File: src/wrr_cfg.svh
// Offsets, field positions, reset values and sizes for the WRR queue scheduler.
// Assumes byte addresses on a 12-bit register port with 32-bit words.
`ifndef WRR_CFG_SVH
`define WRR_CFG_SVH

`define WRR_ADDR_W 12
`define WRR_NUM_WORDS 4
`define WRR_NUM_SLOTS 16
`define WRR_SLOT_W 8
`define WRR_QPTR_LSB 0
`define WRR_CNT_LSB 4
`define WRR_FIELD_W 4

`define WRR_OFS_WORD0 12'h7E0
`define WRR_OFS_WORD1 12'h7E4
`define WRR_OFS_WORD2 12'h7E8
`define WRR_OFS_WORD3 12'h7EC
`define WRR_OFS_CTRL 12'h7F0
`define WRR_OFS_STAT 12'h7F4

`define WRR_RST_WORD0 32'h03020100
`define WRR_RST_WORD1 32'h07060504
`define WRR_RST_WORD2 32'h0B0A0908
`define WRR_RST_WORD3 32'h0F0E0D0C
`define WRR_RST_CTRL 32'h00000000

`define WRR_CTRL_EN_BIT 0
`define WRR_CTRL_RESTART_BIT 1
`define WRR_STAT_SLOT_LSB 0
`define WRR_STAT_DONE_LSB 4
`define WRR_STAT_QPTR_LSB 8
`define WRR_STAT_CNT_LSB 12
`define WRR_STAT_RUN_BIT 16

`endif

File: src/wrr_pkg.sv
// Types shared by the WRR queue scheduler files.
// Assumes wrr_cfg.svh is on the include path.
`include "wrr_cfg.svh"

package wrr_pkg;
  // One schedule slot: count-minus-one above, queue pointer below
  typedef struct packed {
    logic [`WRR_FIELD_W-1:0] cnt;
    logic [`WRR_FIELD_W-1:0] qptr;
  } wrr_slot_t;

  typedef logic [`WRR_NUM_WORDS-1:0][31:0] wrr_words_t;

  typedef enum logic [0:0] {
    WRR_ST_IDLE = 1'b0,
    WRR_ST_RUN = 1'b1
  } wrr_state_t;

  // Current schedule position toward the descriptor fetch logic
  typedef struct packed {
    logic [`WRR_FIELD_W-1:0] slot;
    logic [`WRR_FIELD_W-1:0] qptr;
    logic [`WRR_FIELD_W-1:0] cnt;
  } wrr_sel_t;
endpackage

File: src/wrr_slot_pick.sv
// Extracts one schedule slot from the packed schedule words.
// Assumes four slots per 32-bit word, slot 0 in the low byte of word 0.
`timescale 1ns/1ps
`default_nettype none
`include "wrr_cfg.svh"

module wrr_slot_pick
  import wrr_pkg::*;
(
  input wire wrr_words_t words_in,
  input wire logic [`WRR_FIELD_W-1:0] slot_in,
  output wrr_slot_t slot_out
);

  logic [31:0] word;

  always_comb begin
    word = words_in[slot_in[3:2]];
    slot_out = wrr_slot_t'(word[{slot_in[1:0], 3'h0} +: `WRR_SLOT_W]);
  end

endmodule

`default_nettype wire

File: src/wrr_sched.sv
// Weighted round-robin scheduler over sixteen transmit descriptor queues.
// Assumes a single clock, a plain register port and one-cycle done pulses.
//
// What this block does
// - Slot 0 queue pointer in word 0 bits 3-0
// - Count field means count minus one messages
// - Slot 0 count bits 7-4, then slot 1
// - Slot 1 uses bits 11-8 and 15-12
// - Slot 2 uses bits 19-16 and 23-20
// - Slot 3 uses bits 27-24 and 31-28
// - Slot 4 uses word 1 bits 3-0, 7-4
//
// Chosen here: the strobed register port and the address map.
`timescale 1ns/1ps
`default_nettype none
`include "wrr_cfg.svh"

module wrr_sched
  import wrr_pkg::*;
(
  input wire logic CLK_IN,
  input wire logic RESET_N_IN,
  input wire logic CE_IN,
  input wire logic [`WRR_ADDR_W-1:0] ADDR_IN,
  input wire logic [31:0] WDATA_IN,
  input wire logic WR_IN,
  input wire logic RD_IN,
  output logic [31:0] RDATA_OUT,
  input wire logic MSG_DONE_IN,
  output logic VALID_OUT,
  output logic [`WRR_FIELD_W-1:0] QUEUE_SEL_OUT,
  output logic [`WRR_FIELD_W-1:0] MSG_COUNT_OUT,
  output logic [`WRR_FIELD_W-1:0] SLOT_OUT
);

  ////////////////////////////////////////////////////////////////////////////
  // Reset release

  logic rst_meta_reg;
  logic rst_n_reg;

  // Async assert, sync release
  always_ff @(posedge CLK_IN or negedge RESET_N_IN) begin
    if (!RESET_N_IN) begin
      rst_meta_reg <= 1'b0;
      rst_n_reg <= 1'b0;
    end else begin
      rst_meta_reg <= 1'b1;
      rst_n_reg <= rst_meta_reg;
    end
  end

  ////////////////////////////////////////////////////////////////////////////
  // Helpers

  function automatic logic [`WRR_ADDR_W-1:0] word_ofs(input int idx);
    logic [`WRR_ADDR_W-1:0] ofs;
    case (idx)
      0: ofs = `WRR_OFS_WORD0;
      1: ofs = `WRR_OFS_WORD1;
      2: ofs = `WRR_OFS_WORD2;
      default: ofs = `WRR_OFS_WORD3;
    endcase
    return ofs;
  endfunction

  function automatic logic [31:0] word_rst(input int idx);
    logic [31:0] val;
    case (idx)
      0: val = `WRR_RST_WORD0;
      1: val = `WRR_RST_WORD1;
      2: val = `WRR_RST_WORD2;
      default: val = `WRR_RST_WORD3;
    endcase
    return val;
  endfunction

  ////////////////////////////////////////////////////////////////////////////
  // Schedule words

  wrr_words_t words_reg;
  wrr_words_t words_next;

  genvar gi;
  generate
    for (gi = 0; gi < `WRR_NUM_WORDS; gi++) begin : g_word
      always_comb begin
        words_next[gi] = words_reg[gi];
        if (WR_IN && (ADDR_IN == word_ofs(gi))) begin
          words_next[gi] = WDATA_IN;
        end
      end

      always_ff @(posedge CLK_IN or negedge rst_n_reg) begin
        if (!rst_n_reg) begin
          words_reg[gi] <= word_rst(gi);
        end else if (CE_IN) begin
          words_reg[gi] <= words_next[gi];
        end
      end
    end
  endgenerate

  ////////////////////////////////////////////////////////////////////////////
  // Control register

  // Only the enable bit of the control word is stored
  localparam logic [31:0] ctrl_rst = `WRR_RST_CTRL;

  logic enable_reg;
  logic enable_next;
  logic restart;

  always_comb begin
    enable_next = enable_reg;
    restart = 1'b0;
    if (WR_IN && (ADDR_IN == `WRR_OFS_CTRL)) begin
      enable_next = WDATA_IN[`WRR_CTRL_EN_BIT];
      restart = WDATA_IN[`WRR_CTRL_RESTART_BIT];
    end
  end

  always_ff @(posedge CLK_IN or negedge rst_n_reg) begin
    if (!rst_n_reg) begin
      enable_reg <= ctrl_rst[`WRR_CTRL_EN_BIT];
    end else if (CE_IN) begin
      enable_reg <= enable_next;
    end
  end

  ////////////////////////////////////////////////////////////////////////////
  // Scheduler state

  wrr_state_t state_reg;
  wrr_state_t state_next;
  logic [`WRR_FIELD_W-1:0] slot_reg;
  logic [`WRR_FIELD_W-1:0] slot_next;
  logic [`WRR_FIELD_W-1:0] done_reg;
  logic [`WRR_FIELD_W-1:0] done_next;
  wrr_slot_t cur_reg;
  wrr_slot_t cur_next;

  // Fields of the slot being entered, so outputs never lag the position
  wrr_slot_pick u_pick (
    .words_in(words_reg),
    .slot_in(slot_next),
    .slot_out(cur_next)
  );

  always_comb begin
    state_next = state_reg;
    slot_next = slot_reg;
    done_next = done_reg;
    case (state_reg)
      WRR_ST_IDLE: begin
        slot_next = '0;
        done_next = '0;
        if (enable_reg) begin
          state_next = WRR_ST_RUN;
        end
      end
      WRR_ST_RUN: begin
        if (!enable_reg || restart) begin
          state_next = enable_reg ? WRR_ST_RUN : WRR_ST_IDLE;
          slot_next = '0;
          done_next = '0;
        end else if (MSG_DONE_IN) begin
          // Compare with >= so a count lowered mid-slot cannot overrun
          if (done_reg >= cur_reg.cnt) begin
            slot_next = slot_reg + 4'h1;
            done_next = '0;
          end else begin
            done_next = done_reg + 4'h1;
          end
        end
      end
      default: begin
        state_next = WRR_ST_IDLE;
        slot_next = '0;
        done_next = '0;
      end
    endcase
  end

  always_ff @(posedge CLK_IN or negedge rst_n_reg) begin
    if (!rst_n_reg) begin
      state_reg <= WRR_ST_IDLE;
      slot_reg <= '0;
      done_reg <= '0;
      cur_reg <= '0;
    end else if (CE_IN) begin
      state_reg <= state_next;
      slot_reg <= slot_next;
      done_reg <= done_next;
      cur_reg <= cur_next;
    end
  end

  ////////////////////////////////////////////////////////////////////////////
  // Register reads

  logic [31:0] rdata_reg;
  logic [31:0] rdata_next;

  always_comb begin
    rdata_next = 32'h00000000;
    if (RD_IN) begin
      if (ADDR_IN == `WRR_OFS_WORD0) begin
        rdata_next = words_reg[0];
      end else if (ADDR_IN == `WRR_OFS_WORD1) begin
        rdata_next = words_reg[1];
      end else if (ADDR_IN == `WRR_OFS_WORD2) begin
        rdata_next = words_reg[2];
      end else if (ADDR_IN == `WRR_OFS_WORD3) begin
        rdata_next = words_reg[3];
      end else if (ADDR_IN == `WRR_OFS_CTRL) begin
        rdata_next[`WRR_CTRL_EN_BIT] = enable_reg;
      end else if (ADDR_IN == `WRR_OFS_STAT) begin
        rdata_next[`WRR_STAT_SLOT_LSB +: `WRR_FIELD_W] = slot_reg;
        rdata_next[`WRR_STAT_DONE_LSB +: `WRR_FIELD_W] = done_reg;
        rdata_next[`WRR_STAT_QPTR_LSB +: `WRR_FIELD_W] = cur_reg.qptr;
        rdata_next[`WRR_STAT_CNT_LSB +: `WRR_FIELD_W] = cur_reg.cnt;
        rdata_next[`WRR_STAT_RUN_BIT] = (state_reg == WRR_ST_RUN);
      end else begin
        rdata_next = 32'h00000000;
      end
    end
  end

  always_ff @(posedge CLK_IN or negedge rst_n_reg) begin
    if (!rst_n_reg) begin
      rdata_reg <= 32'h00000000;
    end else if (CE_IN) begin
      rdata_reg <= rdata_next;
    end
  end

  ////////////////////////////////////////////////////////////////////////////
  // Outputs

  assign RDATA_OUT = rdata_reg;
  assign VALID_OUT = (state_reg == WRR_ST_RUN);
  assign QUEUE_SEL_OUT = cur_reg.qptr;
  assign MSG_COUNT_OUT = cur_reg.cnt;
  assign SLOT_OUT = slot_reg;

endmodule

`default_nettype wire

File: config.mk
export PLATFORM = sky130hd
export DESIGN_NAME = wrr_sched
export DESIGN_NICKNAME = d
export VERILOG_FILES = /design/src/wrr_pkg.sv /design/src/wrr_slot_pick.sv /design/src/wrr_sched.sv
export VERILOG_INCLUDE_DIRS = /design/src /design/src/src
export SDC_FILE = /design/constraint.sdc
export NUM_CORES = 1
export LEC_CHECK = 0
export BUFFER_PORTS_ARGS = -buffer_cell sky130_fd_sc_hd__buf_2
export CAP_MARGIN = 5
export CELL_PAD_IN_SITES_DETAIL_PLACEMENT = 0
export CELL_PAD_IN_SITES_GLOBAL_PLACEMENT = 1
export CORE_MARGIN = 10
export CORE_UTILIZATION = 44
export CTS_CLUSTER_SIZE = 20
export DETAILED_ROUTE_END_ITERATION = 16
export PLACE_DENSITY_LB_ADDON = 0.25
export SETUP_SLACK_MARGIN = 0.02
export SLEW_MARGIN = 10
export SYNTH_ARGS = -nofsm -noshare
export SYNTH_HDL_FRONTEND = slang
export SYNTH_SLANG_ARGS = --single-unit
File: constraint.sdc
create_clock -name CLK_IN -period 5.6 [get_ports CLK_IN]
set_input_delay 0.84 -clock CLK_IN [delete_from_list [all_inputs] [get_ports CLK_IN]]
set_output_delay 0.84 -clock CLK_IN [all_outputs]
set_load 0.005 [all_outputs]
==> summary.md, run 1 <==
| Metric | Value |
|---|---|
| Outcome | finished clean |
| Drt initial violations | a little under 600 |
| Slew Viols, Final | 0 |
| Setup violators final | 0 |
| Dpl cell area | ~10,000 sq um |
| Syn Nets | a little under 800 |
| Seq cells post-synth | 180 |
| Most frequent cells after synthesis | dfrtp_1, mux2i_1, mux2_1 |
| Adder-cell share of the synthesized area | less than 1% |
| Cell Chain, Critical Path | buf_2 > nand4b_1 > or3_1 > nor2_8 > nand3_4 > mux2_1 |
| Top cells by area, synth | dfrtp_1, dfstp_2, mux2_1 |
| Highest clock rate | around 280 MHz |
| Setup TNS | 0 ns |
| # port buffers | 94 |
| Largest register FFs | 128 |
| Initial antenna violation count | 1 |
| Synth Cell Area | 9430 sq um |
| Pwr/cell area | about 240 nW/um^2 |
| CP max stage cell | or3_1 |
| Top cell type's share of synthesized area | around two fifths |
| Max Cap Viol | 0 |
| Seq pwr share | 50.5% |
| Hold Crit Class | in -> async |
| Final Skew | approximately 0.013 ns |
| Row Count | 53 |
| Placer Congestion | about 0.85 |
| Internal power | 1.98 mW |
| Clock Power Share | between 40% and 50% |
| Core Footprint | between 20,000 and 25,000 sq um |
| Main combinational cell family by area after synthesis | multiplexers |
| Simple-Gate Fraction of Synth Area | between 6 and 7% |
| # DRC | 0 |
| Main synth FF type | dfrtp_1 |
| Maximum VDD drop | 0.180 mV |
| Mux share of post-synthesis cell area | 26.1% |
| Asr flop ratio synth | 100% |
| Vias | 6,623 |
| Cell accounting for the most synthesized area | dfrtp_1 |
| Tmin final | approximately 3.5 ns |
| Mean post-synth cell area | between 10 and 15 sq um |
| Yosys warnings | 0 |
| GRT Util Overall | between 10% and 20% |
| Worst Setup End Kind | flip-flop |
| Clock buffer depth | 2 |
| Number of global-route vias before repair | roughly 7,000 |
| CTS tree | yes |
| Synth unique cells | 64 |
| Max FO, Critical Path | 32 |
| Die width | between 150 and 200 um |
| Post-cts resize count | 0 |
| Sw Ratio | a little under a quarter |
| Hpwl dp | approximately 18,000 um |
| Number of synthesized flops with an enable pin | 0 |
| Most frequent cell after synthesis | dfrtp_1 |
| N_diodes | 0 |
| # clock sinks | 180 |
| Setup crit start kind | input pin |
| Rel. slew slack | between 30% and 40% |
| Critical path type | in -> reg |
| Mapped Cells | around 700 |
| I/O Pins | 95 |
| Die area | between 20,000 and 30,000 sq um |
| Worst stage delay on the critical path | 0.88 ns |
| RSZ-0062 raised after global routing | no |
| Net switching power figure | just over 0.6 mW |
| Clk slew on worst S/H paths | roughly 0.070 ns |
| Gr ovfl total | 0 |
| R2R depth | 10 |
| Htree depth | 4 |
| Postcts setup bufs | 0 |
| Critical Path Stages | 6 |
| Crit path DAT | 3.83 ns |
| Share of layout cells above drive strength 1 | between 30% and 40% |
| Post-CTS Hold Fix Bufs | 0 |
| Slew @ Worst Pin | 1.04 ns |
| Fin crit share | a little over three fifths |
| Register area share after synthesis | 48.2% |
| Vert. Die Dim | around 170 um |
| P&R area growth vs syn | 12.3% |
| CTS root buffer | clkbuf_16 |
| Fin. Hold Viols | 0 |
| Worst path bufs/invs | 1 |
| Vias/cell | between 6 and 7 |
| Pin count of the biggest net entering global routing | roughly 180 |
| Gate power share | 3.9% |
| Total Nets Final | between 800 and 900 |
| Wire per inst | roughly 25 um |
| Total Wirelength | roughly 27,000 um |
| Xor/xnor cell area share of the yosys netlist | 0% |
| First-pass GRT wire length | about 42,000 um |
| Hold WS | 0.175 ns |
| Crit-path leading delay family | simple AND/OR/NAND/NOR gates |
| Initial DRT Pass Iterations | 5 |
| Initial core utilization | around 45% |
| TritonCTS buffer count | 17 |
| Worst-Skew Late Latency | roughly 0.43 ns |
| Tot Pwr | 2.59 mW |
| DRT antenna net count | 0 |
| P_leak | between 5 and 6 nW |
| Synth Area in Compound Gates | roughly 14% |
| CP Data Required Time | about 5.9 ns |
| Cell area after layout | ~11,000 sq um |
==> worst reg2reg max path, stage by stage, from the launching register on <==
cell and delay [ns]:
dfrtp_1 0.51, inv_1 0.08, ha_1 0.32, nor2b_4 0.06, o21a_4 0.23, o31a_1 0.36, o21ai_4 0.16, buf_4 0.49
mux2_2 0.42, a221oi_1 0.49, o211ai_1 0.16
==> routing by layer <==
metal	up-vias	track usage (%)	share of wire [%]	wire, um
li1	2910	-	-	-
met4	2	6.68	2.3	613
met2	214	30.5	48	13000
met5	-	0	0.037	10
met1	3459	25.0	45	12100
met3	38	4.07	5.1	1370
==> cell type report <==
type	count	area, sq um
Fill cell	1843	10500
Clock inverter	12	118
Sequential cell	180	4550
Inverter	16	60.1
Timing Repair Buffer	104	558
Tap cell	275	344
Clock buffer	20	457
Multi-Input combinational cell	478	4510
==> cell families (layout without fill, tap and decap cells) <==
family                   Yosys count  after routing
multiplexers                     216            216
flip-flops                       180            180
AO/OA/AOI/OAI                    165            165
AND/OR/NAND/NOR                   90             90
buffers and inverters             60            152
adder cells (fa/ha/maj)            6              6
other                              1              1
==> through the flow <==
step	instances	setup WS (ns)	util (%)
2_1_floorplan	718	0.269	-
3_3_place_gp	1053	1.69	47.5
3_5_place_dp	1053	1.66	47.5
4_1_cts	1085	2.12	50.2
5_1_grt	1085	2.03	50.2
6_report	1085	2.08	50.2
==> placed cells by master (no fill, tap or decap), drive strengths merged, types with 20 or more instances in the layout <==
cell    netlist  layout
dfrtp       148     148
nor2         30      30
mux2        147     147
inv          16      22
dfstp        32      32
buf          34     104
a21oi        27      27
mux2i        69      69
clkbuf       10      20
==> power groups by stage <==
| stage | clock, mW | combinational [mW] | sequential [mW] |
|---|---|---|---|
| 6_report | 1.18 | 0.101 | 1.31 |
| 3_3_place_gp | 0 | 0.0997 | 1.33 |
| 2_1_floorplan | 0 | 0.0343 | 1.35 |
| 5_1_grt | 1.26 | 0.110 | 1.31 |
| 3_5_place_dp | 0 | 0.102 | 1.33 |
| 4_1_cts | 1.20 | 0.102 | 1.31 |
==> final timing paths <==
kind                                   start                to  slack (ns)
worst max-delay path             ADDR_IN[11]     words_reg[13]        2.08
worst min-delay path              RESET_N_IN         rst_n_reg        0.17
worst max register to register   done_reg[0]  MSG_COUNT_OUT[0]        2.17
worst min register to register  rst_meta_reg         rst_n_reg        0.35
max in group asynchronous          rst_n_reg         VALID_OUT        4.30
min in group CLK_IN             rst_meta_reg         rst_n_reg        0.35
(Power assumes the default switching activity.)
==> inputs of run 2 (changes only) <==
--- a/config.mk
+++ b/config.mk
@@ -6,12 +6,13 @@
 export SDC_FILE = /design/constraint.sdc
 export NUM_CORES = 1
 export LEC_CHECK = 0
+export ABC_AREA = 1
 export BUFFER_PORTS_ARGS = -buffer_cell sky130_fd_sc_hd__buf_2
 export CAP_MARGIN = 5
 export CELL_PAD_IN_SITES_DETAIL_PLACEMENT = 0
 export CELL_PAD_IN_SITES_GLOBAL_PLACEMENT = 1
 export CORE_MARGIN = 10
-export CORE_UTILIZATION = 44
+export CORE_UTILIZATION = 40
 export CTS_CLUSTER_SIZE = 20
 export DETAILED_ROUTE_END_ITERATION = 16
 export PLACE_DENSITY_LB_ADDON = 0.25
==> constraint.sdc (replaced) <==
create_clock -name CLK_IN -period 3.1 [get_ports CLK_IN]
set_input_delay 0.465 -clock CLK_IN [delete_from_list [all_inputs] [get_ports CLK_IN]]
set_output_delay 0.465 -clock CLK_IN [all_outputs]
set_load 0.005 [all_outputs]
==> summary.md, run 2 <==
| Metric | Value |
|---|---|
| Slew Viols, Final | 0 |
| Seq cells post-synth | 180 |
| Top cells by area, synth | dfrtp_1, nand2_1, nand3_1 |
| GRT Util Overall | about a fifth |
| Met3 GRT Util | ~3.3% |
| N_diodes | 0 |
| Final Worst Setup Slack | slightly below 0.7 ns |
| GR peak layer | met2 |
| Synth Cell Area | ~10000 sq um |
| Placer Congestion | about 0.84 |
| Row Count | 57 |
| Tmin final | 2.42 ns |
| Crit path DAT | ~2.8 ns |
| Fin crit share | between 70 and 80% |
| P&R area growth vs syn | 14.0% |
| Commonest non-fill, non-tap cell in the layout | nand2_1 |
| TritonCTS buffer count | 17 |
| R2R depth | 15 |
| Wire per inst | approximately 18 um |
| FF-to-FF End | QUEUE_SEL_OUT[1] |
| Number of synthesized flops with an enable pin | 0 |
| Worst Setup End Kind | flip-flop |
| Setup crit start kind | flip-flop |
| Share of layout cells above drive strength 1 | 16.2% |
| Yosys warnings | 0 |
| First-pass GRT wire length | between 50,000 and 60,000 um |
| RSZ-0062 raised after global routing | no |
| Slew @ Worst Pin | about 0.99 ns |
| CP max stage cell | dfrtp_1 |
| Post-cts resize count | 0 |
| Outcome | finished clean |
| Hold Path Sink | words_reg[49] |
| M2 GR Usage | between 30% and 40% |
| Core Footprint | 24,200 sq um |
| Worst path most repeated cell | nand2_1 |
| Register area share after synthesis | 46.3% |
| Syn Nets | 1,362 |
| CP Data Required Time | around 3.4 ns |
| Most frequent cell after synthesis | nand2_1 |
| Max FO, Critical Path | 17 |
| Hpwl dp | approximately 21,000 um |
| Mapped Cells | between 1,000 and 1,500 |
| Met1 usage | around 26% |
| Total Wirelength | around 31,000 um |
| Vert. Die Dim | between 150 and 200 um |
| Commonest non-fill, non-tap cells in the layout | nand2_1, nand3_1, inv_1, dfrtp_1, nor2_1 |
| R2R setup slack | around 0.68 ns |
| P_leak | approximately 5.7 nW |
| Die area | between 30,000 and 40,000 sq um |
| Worst-Skew Late Latency | about 0.45 ns |
| Setup violators final | 0 |
| Largest register FFs | 128 |
| Hold Path Origin | WDATA_IN[17] |
| Initial core utilization | between 40% and 50% |
| Fin. Hold Viols | 0 |
| Drt initial violations | 782 |
| Most frequent cells after synthesis | nand2_1, nand3_1, inv_1 |
| Setup TNS | 0 ns |
| Hold-critical path depth | 3 |
| Total Nets Final | between 1,000 and 1,500 |
| Maximum VDD drop | about 0.35 mV |
| I/O Pins | between 90 and 100 |
| Hold Crit Class | in -> reg |
| Clk slew on worst S/H paths | 0.07 ns |
| Initial antenna violation count | 0 |
| Die width | around 180 um |
| Highest clock rate | about 410 MHz |
| Number of global-route vias before repair | slightly below 9,000 |
| Mean post-synth cell area | around 7.5 sq um |
| Cell Chain, Critical Path | inv_1 > ha_1 > a21oi_2 > nand3_2 > nand2_1 > nand2_1 > nand2_2 > nand2_4 > buf_4 > nand2_1 > nand3_1 > nand3_1 > nand2_1 > nand2_1 > nand3_1 |
| Clock buffer depth | 2 |
| Gr ovfl total | 0 |
| Max Cap Viol | 0 |
| Top cell type's share of synthesized area | between 30% and 40% |
| Main synth FF type | dfrtp_1 |
| Placement Setup Slack | ~0.63 ns |
| Vias/cell | between 5 and 6 |
| Final Skew | around 0.014 ns |
| # port buffers | 94 |
| Synth unique cells | between 40 and 50 |
| # DRC | 0 |
| Initial DRT Pass Iterations | 6 |
| # clock sinks | 180 |
| Rel. slew slack | 33.6% |
| Critical path type | reg -> reg |
| Worst stage delay on the critical path | approximately 0.39 ns |
| DRT antenna net count | 0 |
| Vias | 8,993 |
| Asr flop ratio synth | between 90% and 100% |
| Reg2reg start | MSG_COUNT_OUT[3] |
| CTS root buffer | clkbuf_16 |
| Pin count of the biggest net entering global routing | 65 |
| Pwr/cell area | 427 nW/um^2 |
| Filler cells | 2,526 |
| Htree depth | 4 |
| CTS tree | yes |
| Cell accounting for the most synthesized area | dfrtp_1 |
## run 2: changes by cell type in the layout (fill, tap and decap cells not counted), moves of 18 or more
cell	previous run	this run
a21oi_1	27	66
buf_4	9	27
inv_1	15	175
mux2_1	62	0
mux2_2	55	0
mux2_4	30	0
mux2i_1	69	0
nand2_1	8	308
nand3_1	2	178
nor2_1	23	109
o21ai_0	6	71
## run 2: cell families (layout without fill, tap and decap cells)
logic type / after synthesis / in the layout / share of synthesized area [%]
xor+xnor: 1 / 1 / 0.0893
flops: 180 / 180 / 46.3
other cells: 1 / 1 / 0.0382
simple gates: 654 / 654 / 29.2
fa+ha+maj: 6 / 6 / 0.765
compound gates: 205 / 205 / 12.2
buf+inv: 259 / 344 / 11.4
## run 2: routing by layer
layer	share of wire [%]	wire [um]
met5	0	0
met2	49	15500
met4	2.2	705
met1	45	14000
met3	4.0	1260
## run 2: layout make-up
class | count | area, sq um | share of cell area [%]
sequential | 180 | 4550 | 40.7
clock inverter | 13 | 150 | 1.34
inverter | 185 | 697 | 6.23
multi-input combinational | 867 | 4160 | 37.2
clock buffer | 19 | 443 | 3.96
tap | 324 | 405 | 3.62
timing repair buffer | 127 | 783 | 7.00
## run 2: worst max-delay path: cells and delay by family (launching register included)
family / cells / cell delay [ns]
simple gates: 11 / 1.04
buf+inv: 2 / 0.40
flops: 1 / 0.39
fa+ha+maj: 1 / 0.27
compound gates: 1 / 0.18
## run 2: worst max-delay path by stage
stage | from | to | slack (ns) | cells past startpoint
after floorplan | rst_n_reg | MSG_COUNT_OUT[0] | 0.16 | 0
after global placement | ADDR_IN[1] | QUEUE_SEL_OUT[2] | 0.63 | 14
after detailed placement | ADDR_IN[1] | QUEUE_SEL_OUT[2] | 0.63 | 14
after CTS | MSG_COUNT_OUT[3] | QUEUE_SEL_OUT[2] | 0.67 | 14
after global routing | done_reg[0] | MSG_COUNT_OUT[2] | 0.45 | 17
final | MSG_COUNT_OUT[3] | QUEUE_SEL_OUT[1] | 0.68 | 15
## run 2: metrics by stage
step / instances / hold slack (ns) / area (sq um) / util (%) / total power, mW
floorplan: 1306 / 0.169 / 9810 / - / 2.50
global placement: 1682 / 0.251 / 10600 / 43.6 / 2.60
detailed placement: 1682 / 0.253 / 10600 / 43.6 / 2.60
CTS: 1715 / 0.306 / 11200 / 46.1 / 4.81
global route: 1715 / 0.325 / 11200 / 46.1 / 4.93
finish: 1715 / 0.308 / 11200 / 46.1 / 4.77
## run 2: power by group
group | internal (mW) | switching, mW
combinational | 0.0486 | 0.128
sequential | 2.36 | 0.0183
clock | 1.23 | 0.997
total | 3.63 | 1.14
## run 2: what timing repair did
item | 4_1_cts | 5_1_grt
hold endpoints to repair | 2 | 0
setup buffers | 0 | 0
hold buffers | 1 | 0
